### config.mk
export PLATFORM = sky130hd
export DESIGN_NAME = pio_bit_paths
export DESIGN_NICKNAME = d
export VERILOG_FILES = /design/src/rtl/pio_bits_pkg.sv /design/src/rtl/pio_bit_paths.sv
export SDC_FILE = /design/constraint.sdc
export NUM_CORES = 1
export LEC_CHECK = 0
export BUFFER_PORTS_ARGS = -buffer_cell sky130_fd_sc_hd__buf_2
export CORE_ASPECT_RATIO = 1.2
export CORE_MARGIN = 1
export CORE_UTILIZATION = 49
export CTS_CLUSTER_DIAMETER = 80
export DETAILED_ROUTE_END_ITERATION = 8
export GPL_TIMING_DRIVEN = 0
export PLACE_DENSITY = 0.68
export REMOVE_ABC_BUFFERS = 1
export SLEW_MARGIN = 30
export SYNTH_ARGS = -nofsm -noshare
export SYNTH_HDL_FRONTEND = slang
export SYNTH_SLANG_ARGS = --single-unit
### constraint.sdc
create_clock -name mclk -period 5.6 [get_ports mclk]
set_input_delay 0 -clock mclk [delete_from_list [all_inputs] [get_ports mclk]]
set_output_delay 0 -clock mclk [all_outputs]
set_load 0.02 [all_outputs]
### src/rtl/pio_bits_pkg.sv
// Constants for the parallel port bit-path block: register map, field positions, reset values
package pio_bits_pkg;
  // ******************************************************
  // Bus widths
  // ******************************************************
  localparam int ADDR_W = 5;
  localparam int DATA_W = 8;
  localparam int GP_W = 8;
  localparam int SP_W = 4;

  // ******************************************************
  // Per-port offsets for the two general ports (addr[3] picks the port)
  // ******************************************************
  localparam logic [2:0] OFS_DATA = 3'h0;
  localparam logic [2:0] OFS_DIR = 3'h1;
  localparam logic [2:0] OFS_POL = 3'h2;
  localparam logic [2:0] OFS_SIO = 3'h3;
  localparam logic [2:0] OFS_CSR = 3'h4;
  localparam logic [2:0] OFS_MODE = 3'h5;
  localparam logic [2:0] OFS_PVAL = 3'h6;
  localparam logic [2:0] OFS_PMASK = 3'h7;

  // ******************************************************
  // Special port and shared configuration addresses
  // ******************************************************
  localparam logic [4:0] ADDR_SP_DATA = 5'h10;
  localparam logic [4:0] ADDR_SP_DIR = 5'h11;
  localparam logic [4:0] ADDR_SP_POL = 5'h12;
  localparam logic [4:0] ADDR_SP_SIO = 5'h13;
  localparam logic [4:0] ADDR_CFG = 5'h14;

  // ******************************************************
  // Field positions
  // ******************************************************
  localparam int CSR_IP = 5;
  localparam int CSR_IE = 6;
  localparam int CSR_IUS = 7;
  localparam int MODE_HS = 0;
  localparam int CFG_LINK = 0;
  localparam int CFG_CT_B = 1;
  localparam int CFG_CT_C = 2;
  localparam int SP_MASK_LSB = 4;

  // ******************************************************
  // Reset values
  // ******************************************************
  localparam logic [7:0] GP_DIR_RST = 8'hff;
  localparam logic [3:0] SP_DIR_RST = 4'hf;
  localparam logic [7:0] REG_RST = 8'h00;
  localparam logic [3:0] SP_RST = 4'h0;
endpackage

### src/rtl/pio_bit_paths.sv
// Bit-level I/O paths of two 8-bit general ports and one 4-bit special port
// Function
// - Direction bit one input, zero output
// - Polarity bit one inverts the data path
// - Input read returns level just before read
// - Special control one on input adds catcher
// - Catcher holds one until software clears it
// - Writing zero clears an enabled catcher
// - Other writes to input bits are ignored
// - General port reads return driven output value
// - Special port reads return real pin levels
// - Special control one makes output open-drain
// - Special port upper data bits mask paired lower bits
// - Masked bits keep state, unmasked take value
// - General ports give sixteen direction-programmable bits
// - General ports can link as 16-bit port
// - General ports detect patterns and request interrupt
// - Special port has no pattern detection
// - Special lines carry handshake and request/wait
// - Free special bits are I/O or timer lines
// - Second port lines give timer access
// - Command/status holds pending, in-service, enable bits
// - Handshake mode overrides the direction register
`timescale 1ns/1ns
`default_nettype none
module pio_bit_paths
  import pio_bits_pkg::*;
(
  input wire logic mclk,
  input wire logic rst_n,
  input wire logic [ADDR_W-1:0] reg_addr,
  input wire logic [DATA_W-1:0] reg_wdata,
  input wire logic reg_we,
  input wire logic reg_re,
  output logic [DATA_W-1:0] reg_rdata,
  input wire logic [GP_W-1:0] first_port_lines_in,
  output logic [GP_W-1:0] first_port_lines_out,
  output logic [GP_W-1:0] first_port_lines_oe,
  input wire logic [GP_W-1:0] second_port_lines_in,
  output logic [GP_W-1:0] second_port_lines_out,
  output logic [GP_W-1:0] second_port_lines_oe,
  input wire logic [SP_W-1:0] special_port_lines_in,
  output logic [SP_W-1:0] special_port_lines_out,
  output logic [SP_W-1:0] special_port_lines_oe,
  input wire logic [1:0] hs_port_dir,
  input wire logic [SP_W-1:0] hs_special_use,
  input wire logic [SP_W-1:0] hs_special_drive,
  input wire logic [SP_W-1:0] hs_special_en,
  output logic [SP_W-1:0] hs_special_level,
  output logic [GP_W-1:0] timer_second_levels,
  output logic [SP_W-1:0] timer_special_levels,
  output logic [1:0] pattern_irq
);

  // ******************************************************
  // Storage
  // ******************************************************
  logic [GP_W-1:0] s1_q [2];
  logic [GP_W-1:0] s2_q [2];
  logic [GP_W-1:0] dir_q [2];
  logic [GP_W-1:0] pol_q [2];
  logic [GP_W-1:0] sio_q [2];
  logic [GP_W-1:0] out_q [2];
  logic [GP_W-1:0] catch_q [2];
  logic [GP_W-1:0] pval_q [2];
  logic [GP_W-1:0] pmask_q [2];
  logic [DATA_W-1:0] mode_q [2];
  logic [1:0] ip_q;
  logic [1:0] ie_q;
  logic [1:0] ius_q;
  logic [1:0] match_q;
  logic [SP_W-1:0] sp_s1_q;
  logic [SP_W-1:0] sp_s2_q;
  logic [SP_W-1:0] sp_dir_q;
  logic [SP_W-1:0] sp_pol_q;
  logic [SP_W-1:0] sp_sio_q;
  logic [SP_W-1:0] sp_out_q;
  logic [SP_W-1:0] sp_catch_q;
  logic [DATA_W-1:0] cfg_q;

  // ******************************************************
  // Combinational path values
  // ******************************************************
  logic [GP_W-1:0] path [2];
  logic [GP_W-1:0] dir_eff [2];
  logic [GP_W-1:0] catch_en [2];
  logic [GP_W-1:0] phys [2];
  logic [GP_W-1:0] oe_d [2];
  logic [GP_W-1:0] rd_val [2];
  logic [1:0] gp_wr;
  logic [1:0] match;
  logic [SP_W-1:0] sp_path;
  logic [SP_W-1:0] sp_dir_eff;
  logic [SP_W-1:0] sp_catch_en;
  logic [SP_W-1:0] sp_phys;
  logic [SP_W-1:0] sp_wmask;
  logic [SP_W-1:0] sp_rd;
  logic [DATA_W-1:0] rdata_d;
  logic link;

  // Pin inputs pass two flip-flops before any logic reads them
  always_ff @(posedge mclk)
  begin
    if (!rst_n)
    begin
      s1_q[0] <= REG_RST;
      s1_q[1] <= REG_RST;
      s2_q[0] <= REG_RST;
      s2_q[1] <= REG_RST;
      sp_s1_q <= SP_RST;
      sp_s2_q <= SP_RST;
    end
    else
    begin
      s1_q[0] <= first_port_lines_in;
      s1_q[1] <= second_port_lines_in;
      s2_q[0] <= s1_q[0];
      s2_q[1] <= s1_q[1];
      sp_s1_q <= special_port_lines_in;
      sp_s2_q <= sp_s1_q;
    end
  end

  assign link = cfg_q[CFG_LINK];

  // General port bit paths, one set per port
  always_comb
  begin
    for (int p = 0; p < 2; p++)
    begin
      path[p] = s2_q[p] ^ pol_q[p];
      dir_eff[p] = mode_q[p][MODE_HS] ? {GP_W{hs_port_dir[p]}} : dir_q[p];
      catch_en[p] = sio_q[p] & dir_eff[p] & ~{GP_W{mode_q[p][MODE_HS]}};
      phys[p] = out_q[p] ^ pol_q[p];
      oe_d[p] = ~dir_eff[p] & (~sio_q[p] | ~phys[p]);
      rd_val[p] = (dir_eff[p] & ((catch_en[p] & catch_q[p]) | (~catch_en[p] & path[p])))
                | (~dir_eff[p] & out_q[p]);
      gp_wr[p] = reg_we && !reg_addr[4] && (reg_addr[3] == p[0]);
    end
  end

  // Pattern compare; linked mode compares all sixteen lines on the first port
  always_comb
  begin
    if (link)
    begin
      match[0] = ((({path[1], path[0]} ^ {pval_q[1], pval_q[0]}) & {pmask_q[1], pmask_q[0]}) == 16'h0000)
               && (|{pmask_q[1], pmask_q[0]});
      match[1] = 1'b0;
    end
    else
    begin
      match[0] = (((path[0] ^ pval_q[0]) & pmask_q[0]) == 8'h00) && (|pmask_q[0]);
      match[1] = (((path[1] ^ pval_q[1]) & pmask_q[1]) == 8'h00) && (|pmask_q[1]);
    end
  end

  // Special port paths; handshake lines belong to the handshake logic
  always_comb
  begin
    sp_path = sp_s2_q ^ sp_pol_q;
    sp_dir_eff = sp_dir_q | hs_special_use;
    sp_catch_en = sp_sio_q & sp_dir_eff & ~hs_special_use;
    sp_phys = sp_out_q ^ sp_pol_q;
    sp_wmask = ~reg_wdata[SP_MASK_LSB +: SP_W];
    sp_rd = (sp_catch_en & sp_catch_q) | (~sp_catch_en & sp_path);
  end

  // Per-port configuration registers
  always_ff @(posedge mclk)
  begin
    for (int p = 0; p < 2; p++)
    begin
      if (!rst_n)
      begin
        dir_q[p] <= GP_DIR_RST;
        pol_q[p] <= REG_RST;
        sio_q[p] <= REG_RST;
        mode_q[p] <= REG_RST;
        pval_q[p] <= REG_RST;
        pmask_q[p] <= REG_RST;
      end
      else if (gp_wr[p])
      begin
        unique case (reg_addr[2:0])
          OFS_DIR: dir_q[p] <= reg_wdata;
          OFS_POL: pol_q[p] <= reg_wdata;
          OFS_SIO: sio_q[p] <= reg_wdata;
          OFS_MODE: mode_q[p] <= reg_wdata;
          OFS_PVAL: pval_q[p] <= reg_wdata;
          OFS_PMASK: pmask_q[p] <= reg_wdata;
          default: ;
        endcase
      end
    end
  end

  // Output data: writes reach output bits only
  always_ff @(posedge mclk)
  begin
    for (int p = 0; p < 2; p++)
    begin
      if (!rst_n)
        out_q[p] <= REG_RST;
      else if (gp_wr[p] && reg_addr[2:0] == OFS_DATA)
        out_q[p] <= (out_q[p] & dir_eff[p]) | (reg_wdata & ~dir_eff[p]);
    end
  end

  // Ones-catchers: capture wins over a clearing write in the same cycle
  always_ff @(posedge mclk)
  begin
    for (int p = 0; p < 2; p++)
    begin
      if (!rst_n)
        catch_q[p] <= REG_RST;
      else if (gp_wr[p] && reg_addr[2:0] == OFS_DATA)
        catch_q[p] <= ((catch_q[p] & ~(catch_en[p] & ~reg_wdata)) | path[p]) & catch_en[p];
      else
        catch_q[p] <= (catch_q[p] | path[p]) & catch_en[p];
    end
  end

  // Command/status: pending set on a new match, set beats a software clear
  always_ff @(posedge mclk)
  begin
    if (!rst_n)
    begin
      ip_q <= 2'h0;
      ie_q <= 2'h0;
      ius_q <= 2'h0;
      match_q <= 2'h0;
    end
    else
    begin
      match_q <= match;
      for (int p = 0; p < 2; p++)
      begin
        if (gp_wr[p] && reg_addr[2:0] == OFS_CSR)
        begin
          ie_q[p] <= reg_wdata[CSR_IE];
          ius_q[p] <= reg_wdata[CSR_IUS];
          ip_q[p] <= reg_wdata[CSR_IP] | (match[p] & ~match_q[p]);
        end
        else if (match[p] && !match_q[p])
          ip_q[p] <= 1'b1;
      end
    end
  end

  // Special port registers, masked bit writes on the data register
  always_ff @(posedge mclk)
  begin
    if (!rst_n)
    begin
      sp_dir_q <= SP_DIR_RST;
      sp_pol_q <= SP_RST;
      sp_sio_q <= SP_RST;
      sp_out_q <= SP_RST;
      cfg_q <= REG_RST;
    end
    else if (reg_we)
    begin
      unique case (reg_addr)
        ADDR_SP_DATA: sp_out_q <= (sp_out_q & ~(sp_wmask & ~sp_dir_eff))
                                | (reg_wdata[SP_W-1:0] & sp_wmask & ~sp_dir_eff);
        ADDR_SP_DIR: sp_dir_q <= reg_wdata[SP_W-1:0];
        ADDR_SP_POL: sp_pol_q <= reg_wdata[SP_W-1:0];
        ADDR_SP_SIO: sp_sio_q <= reg_wdata[SP_W-1:0];
        ADDR_CFG: cfg_q <= reg_wdata;
        default: ;
      endcase
    end
  end

  // Special port catchers, clear also honours the write mask
  always_ff @(posedge mclk)
  begin
    if (!rst_n)
      sp_catch_q <= SP_RST;
    else if (reg_we && reg_addr == ADDR_SP_DATA)
      sp_catch_q <= ((sp_catch_q & ~(sp_catch_en & sp_wmask & ~reg_wdata[SP_W-1:0])) | sp_path)
                  & sp_catch_en;
    else
      sp_catch_q <= (sp_catch_q | sp_path) & sp_catch_en;
  end

  // Read mux
  always_comb
  begin
    rdata_d = REG_RST;
    if (!reg_addr[4])
    begin
      unique case (reg_addr[2:0])
        OFS_DATA: rdata_d = rd_val[reg_addr[3]];
        OFS_DIR: rdata_d = dir_q[reg_addr[3]];
        OFS_POL: rdata_d = pol_q[reg_addr[3]];
        OFS_SIO: rdata_d = sio_q[reg_addr[3]];
        OFS_CSR: rdata_d = {ius_q[reg_addr[3]], ie_q[reg_addr[3]], ip_q[reg_addr[3]], 5'h00};
        OFS_MODE: rdata_d = mode_q[reg_addr[3]];
        OFS_PVAL: rdata_d = pval_q[reg_addr[3]];
        OFS_PMASK: rdata_d = pmask_q[reg_addr[3]];
      endcase
    end
    else
    begin
      unique case (reg_addr)
        ADDR_SP_DATA: rdata_d = {4'h0, sp_rd};
        ADDR_SP_DIR: rdata_d = {4'h0, sp_dir_q};
        ADDR_SP_POL: rdata_d = {4'h0, sp_pol_q};
        ADDR_SP_SIO: rdata_d = {4'h0, sp_sio_q};
        ADDR_CFG: rdata_d = cfg_q;
        default: rdata_d = REG_RST;
      endcase
    end
  end

  // Read data stand one cycle after the strobe
  always_ff @(posedge mclk)
  begin
    if (!rst_n)
      reg_rdata <= REG_RST;
    else if (reg_re)
      reg_rdata <= rdata_d;
    else
      reg_rdata <= REG_RST;
  end

  // Registered pin drivers
  always_ff @(posedge mclk)
  begin
    if (!rst_n)
    begin
      first_port_lines_out <= REG_RST;
      first_port_lines_oe <= REG_RST;
      second_port_lines_out <= REG_RST;
      second_port_lines_oe <= REG_RST;
      special_port_lines_out <= SP_RST;
      special_port_lines_oe <= SP_RST;
    end
    else
    begin
      first_port_lines_out <= phys[0];
      first_port_lines_oe <= oe_d[0];
      second_port_lines_out <= phys[1];
      second_port_lines_oe <= oe_d[1];
      special_port_lines_out <= (hs_special_use & hs_special_drive) | (~hs_special_use & sp_phys);
      special_port_lines_oe <= (hs_special_use & hs_special_en)
                             | (~hs_special_use & ~sp_dir_q & (~sp_sio_q | ~sp_phys));
    end
  end

  // Levels to the handshake, timers and interrupt logic
  always_ff @(posedge mclk)
  begin
    if (!rst_n)
    begin
      hs_special_level <= SP_RST;
      timer_second_levels <= REG_RST;
      timer_special_levels <= SP_RST;
      pattern_irq <= 2'h0;
    end
    else
    begin
      hs_special_level <= sp_path;
      timer_second_levels <= cfg_q[CFG_CT_B] ? path[1] : REG_RST;
      timer_special_levels <= cfg_q[CFG_CT_C] ? (sp_path & ~hs_special_use) : SP_RST;
      pattern_irq <= ip_q & ie_q & ~ius_q;
    end
  end
endmodule
`default_nettype wire

Word level (Yosys, flattened, before mapping)

Memory sizes are Yosys's and may differ from the RTL's.
Index checks and enable logic that the tools add are counted.

Bits in writable memories: 160
Output and inout bits: 66
Register bits after elaboration: 110
Bits of input ports: 51
Memories: 10

Memories:

| memory      | depth | width | rd ports | clocked after memory_dff | write ports | line                | text |
|---|---|---|---|---|---|---|---|
| catch_q     | 2     | 8     | 2        | 0                        | 2           | pio_bit_paths.sv:64 | `logic [GP_W-1:0] catch_q [2];` |
| dir_q       | 2     | 8     | 3        | 0                        | 2           | pio_bit_paths.sv:60 | `logic [GP_W-1:0] dir_q [2];` |
| mode_q      | 2     | 8     | 3        | 0                        | 2           | pio_bit_paths.sv:67 | `logic [DATA_W-1:0] mode_q [2];` |
| out_q       | 2     | 8     | 2        | 0                        | 2           | pio_bit_paths.sv:63 | `logic [GP_W-1:0] out_q [2];` |
| pmask_q     | 2     | 8     | 3        | 0                        | 2           | pio_bit_paths.sv:66 | `logic [GP_W-1:0] pmask_q [2];` |
| pol_q       | 2     | 8     | 3        | 0                        | 2           | pio_bit_paths.sv:61 | `logic [GP_W-1:0] pol_q [2];` |
| +4 memories | -     | -     | -        | -                        | -           | -                   |  |

Multiplexer cells: 98
Bitwise operators: 133
Reduce and logical (&&, ||, !) cells: 33
Equal/unequal tests: 12
Order comparisons: 2

Operators with widths:

| cell                                                                  | count |
|---|---|
| 8-bit AND                                                             | 28 |
| 8-bit 2-to-1 mux                                                      | 28 |
| 8-bit NOT                                                             | 13 |
| 8-bit OR                                                              | 12 |
| 4-bit AND                                                             | 19 |
| 1-bit 2-to-1 mux                                                      | 66 |
| 8-bit case mux with 8 select lines                                    | 1 |
| 8-bit bitwise XOR                                                     | 6 |
| 4-bit NOT                                                             | 10 |
| 8-bit case mux with 5 select lines                                    | 1 |
| 4-bit OR                                                              | 8 |
| 5-bit equality test, second input constant                            | 5 |
| 1-bit OR                                                              | 24 |
| 16-bit AND                                                            | 1 |
| 16-bit zero test                                                      | 1 |
| 8-bit zero test                                                       | 2 |
| 2-bit AND reduction                                                   | 8 |
| 16-bit OR reduction                                                   | 1 |
| 8-bit OR reduction                                                    | 2 |
| 16-bit bitwise XOR                                                    | 1 |
| 1-bit logical AND                                                     | 13 |
| 3-bit equality test, second input constant                            | 4 |
| 4-bit bitwise XOR                                                     | 2 |
| 3-bit by 2-bit equality test with 1-bit output, second input constant | 2 |
| 13 further kinds                                                      | 20 |

Depth between registers and ports, before layout

Depth in word-level cells: 13
Gate-level depth with buffers: 8

Worst setup path after synthesis

Ideal clock, no wire load.

Path kind: input to register
From: input port reg_addr[1]
To: memory dir_q[0][0] (enable)
Path buffers: 3
Cell stages on the path: 5
Path slack: 3.747 ns
Required time: 5.216 ns
Arrival time: 1.469 ns
Cells stage by stage: buf_6 > or3b_1 > clkbuf_1 > clkbuf_1 > o21ai_0

RTL lines:

| what               | line                | text |
|---|---|---|
| start: declaration | pio_bit_paths.sv:31 | `input wire logic [ADDR_W-1:0] reg_addr,` |
| end: declaration   | pio_bit_paths.sv:60 |  |

==> flow_metrics.env <==
export IMPL_status="finished, final reports clean"
export IMPL_async_reset_ff_share_pct=0
export IMPL_synth_edf_count=128
export IMPL_postCtsSetupBuffers=0
export IMPL_ff2ff_path_depth=5
export IMPL_hold_viol=0
export IMPL_n_antenna_cell=0
export IMPL_synth_distinct_cells=68
export IMPL_drt_drc_violations_left=0
export IMPL_cpMostUsedCell="a221oi_1"
export IMPL_crit_required_ns=5.98
export IMPL_whs_ns=0.02907
export IMPL_finalCriticalPeriod_ns=2.697
export IMPL_path_class="reg2reg"
export IMPL_yosysSeqAreaShare_pct=55.10
export IMPL_swShare_pct=24.36
export IMPL_hold_start="reg_wdata[5]"
export IMPL_power_total_mw=4.566
export IMPL_drv_slew=0
export IMPL_setup_worst_path_end_class="flip-flop"
export IMPL_synth_warnings=0
export IMPL_cts_root_buf="clkbuf_16"
export IMPL_path_clk_slew_ns=0.06
export IMPL_whs_endpoint="cfg_q[5]$_SDFFE_PN0P_"
export IMPL_worstMarginPinSlew_ns=0.9075
export IMPL_p_clk_share_pct=41.1
export IMPL_synth_seq_cells=270
export IMPL_grt_pass1_vias=9031
export IMPL_combPwrFrac_pct=10.1
export IMPL_hold_class="in2reg"
export IMPL_p_leak_nw=5.574
export IMPL_synth_cells=1113
export IMPL_clkSinkCount=270
export IMPL_critPathTopFamily="compound AO/OA/AOI/OAI gates"
export IMPL_grt_overflow_total=0
export IMPL_worstPathArrival_ns=3.07
export IMPL_ant_nets=0
export IMPL_r2r_end="reg_rdata[3]$_SDFF_PN0_"
export IMPL_clock_path_buffers=3
export IMPL_worst_path_max_fanout=21
export IMPL_p_switching_mw=1.112
export IMPL_synth_area_per_cell_um2=10.90
export IMPL_dpl_hpwl_mm=23.04
export IMPL_antenna_found_initial=0
export IMPL_avgViaCountPerCell=5.691
export IMPL_layout_common_cells="dfxtp_1 (142), and2_1 (138), edfxtp_1 (128), buf_2 (114), mux2i_1 (79)"
export IMPL_std_cell_rows=62
export IMPL_core_area_um2=24130
export IMPL_maxClockFrequency_mhz=370.8
export IMPL_tritoncts="done"
export IMPL_crit_buf_inv=0
export IMPL_cp_start_kind="flip-flop"
export IMPL_ioPinCount=117
export IMPL_slew_headroom_pct=38.73
export IMPL_n_fill_cell=2009
export IMPL_final_common_cell="dfxtp_1"
export IMPL_die_area_um2=25400
export IMPL_nets=1317
export IMPL_whs_path_depth=3
export IMPL_htree_levels=1
export IMPL_grt_pass1_wl_mm=52.43
export IMPL_slowest_stage="edfxtp_1"
export IMPL_fin_worst_skew_ns=0.01493
export IMPL_drt_iter0_drc=805
export IMPL_fp_dieW_um=145.7
export IMPL_place_congestion=0.8852
export IMPL_post_route_cells_drive_above_1_share_pct=15.00
export IMPL_die_h_um=174.4
export IMPL_area_growth_pct=19.07
export IMPL_worst_r2r_setup_slack_ns=2.90
export IMPL_rsz0062_at_grt="no"
export IMPL_insertion_delay_ns=0.54
export IMPL_setup_tns_ns=0
export IMPL_slowest_delay_ns=0.88
export IMPL_routed_wl_mm=34.19
export IMPL_vdd_drop_max_uv=242.6
export IMPL_drtPass1Iterations=6
export IMPL_r2r_start="mode_q[1][0]$_SDFFCE_PN0P_"
export IMPL_wl_per_cell_um=21.28
export IMPL_finalCritPeriodShare_pct=48.16
export IMPL_grt_max_degree=62
export IMPL_crit_cells=5
export IMPL_cts_buffers_inserted=28
export IMPL_routed_via_count=9146
export IMPL_track_usage_pct=27.04
export IMPL_netlist_area_um2=12130
export IMPL_p_int_mw=3.454
export IMPL_initial_core_util_pct=50.30
export IMPL_finalSetupViolations=0
export IMPL_io_buffers=116
export IMPL_seqPwrFrac_pct=48.8
export IMPL_cap_viol_max_count=0
export IMPL_crit_chain="mux2i_1 > nor2_1 > a221oi_1 > o211ai_1 > a221oi_1"
export IMPL_utilization_pct=59.88
export IMPL_power_density_nw_per_um2=316.0
export IMPL_synthFlopType="dfxtp_1"
-- flip-flops by register name, indices dropped and copies added, names as in the netlist, 8 cells and up --
register	count
pol_q	16
cfg_q	8
pval_q	16
catch_q	16
first_port_lines_oe	8
second_port_lines_out	8
sio_q	16
first_port_lines_out	8
s1_q	16
reg_rdata	8
second_port_lines_oe	8
out_q	16
s2_q	16
timer_second_levels	8
dir_q	16
mode_q	16
pmask_q	16
-- worst max path at each step --
stage / start / end
6_report: mode_q[1][0]$_SDFFCE_PN0P_ / reg_rdata[3]$_SDFF_PN0_
5_1_grt: mode_q[1][0]$_SDFFCE_PN0P_ / reg_rdata[3]$_SDFF_PN0_
4_1_cts: mode_q[1][0]$_SDFFCE_PN0P_ / reg_rdata[3]$_SDFF_PN0_
3_5_place_dp: mode_q[1][0]$_SDFFCE_PN0P_ / reg_rdata[3]$_SDFF_PN0_
3_3_place_gp: rst_n / out_q[1][4]$_SDFFCE_PN0P_
2_1_floorplan: mode_q[0][0]$_SDFFCE_PN0P_ / reg_rdata[4]$_SDFF_PN0_
-- layout make-up --
cell class | instances | area [um2] | share of cell area, %
clock buffer | 43 | 830.8 | 5.750
clock inverter | 8 | 90.09 | 0.6235
inverter | 17 | 66.31 | 0.4590
multi-input combinational | 774 | 5164 | 35.74
sequential | 270 | 6686 | 46.28
tap | 320 | 400.4 | 2.771
timing repair buffer | 175 | 1210 | 8.374
-- cell families after synthesis --
| family | after synthesis | share of synthesized area, % |
|---|---|---|
| AO/OA/AOI/OAI | 216 | 11.38 |
| XOR/XNOR | 53 | 4.073 |
| buffers and inverters | 84 | 2.918 |
| flip-flops | 270 | 55.10 |
| multiplexers | 96 | 8.466 |
| other | 1 | 0.03090 |
| AND/OR/NAND/NOR | 393 | 18.02 |
-- synthesized netlist by cell type (5+ instances only) --
cell type    n  area share (%)
clkbuf_1    44             1.4
nand2b_1     8            0.41
and2_1     138             7.1
mux2i_1     79             6.5
o21ai_0     62             2.6
o31ai_1      5            0.31
nand2_1     71             2.2
nand3b_1    18             1.1
or3_1       17            0.88
nor2_1      75             2.3
xnor2_1     35             2.5
dfxtp_1    142              23
o22ai_1     17            0.88
inv_1       16            0.49
edfxtp_1   128              32
buf_2       19            0.78
nor3_1       9            0.37
xor2_1      16             1.2
a211oi_1    24             1.5
mux2_2      12             1.1
nand3_1     14            0.58
a32o_1       5            0.41
a21oi_1     53             2.2
nor2b_1     10            0.52
a22oi_1     10            0.62
and3b_1      5            0.36
o221ai_1     5            0.36
-- repair_timing --
action | CTS | global route
gates resized for setup | 0 | 0
hold endpoints to repair | 94 | 0
hold buffers | 55 | 0
-- worst min-delay path: stages --
cell,delay [ns]
buf_2,0.26
mux2i_1,0.20
nor2_1,0.05
-- through the flow --
| step | instance area (um2) | setup slack [ns] | instances |
|---|---|---|---|
| after CTS | 14440 | 2.988 | 1607 |
| after floorplan | 11900 | 3.700 | 1061 |
| final | 14450 | 2.903 | 1607 |
| after global routing | 14450 | 2.814 | 1607 |
| after detailed placement | 12970 | 3.008 | 1501 |
| after global placement | 12880 | 1.198 | 1497 |
-- power by group through the flow --
| stage | sequential [mW] | combinational, mW | clock [mW] |
|---|---|---|---|
| 2_1_floorplan | 2.27 | 0.220 | 0 |
| 3_3_place_gp | 2.27 | 0.416 | 0 |
| 3_5_place_dp | 2.27 | 0.427 | 0 |
| 4_1_cts | 2.23 | 0.458 | 1.90 |
| 5_1_grt | 2.23 | 0.497 | 1.98 |
| 6_report | 2.23 | 0.462 | 1.88 |
-- per-layer routing --
layer  vias up  wire [um]  global-route usage, %
met1      4353      13810                  34.96
met5         -          0                      0
met3        87       2729                  3.727
li1       4284          -                      -
met4         0       1506                  12.28
met2       422      16150                  45.09
Note: power is estimated with default switching activity, not from simulation.
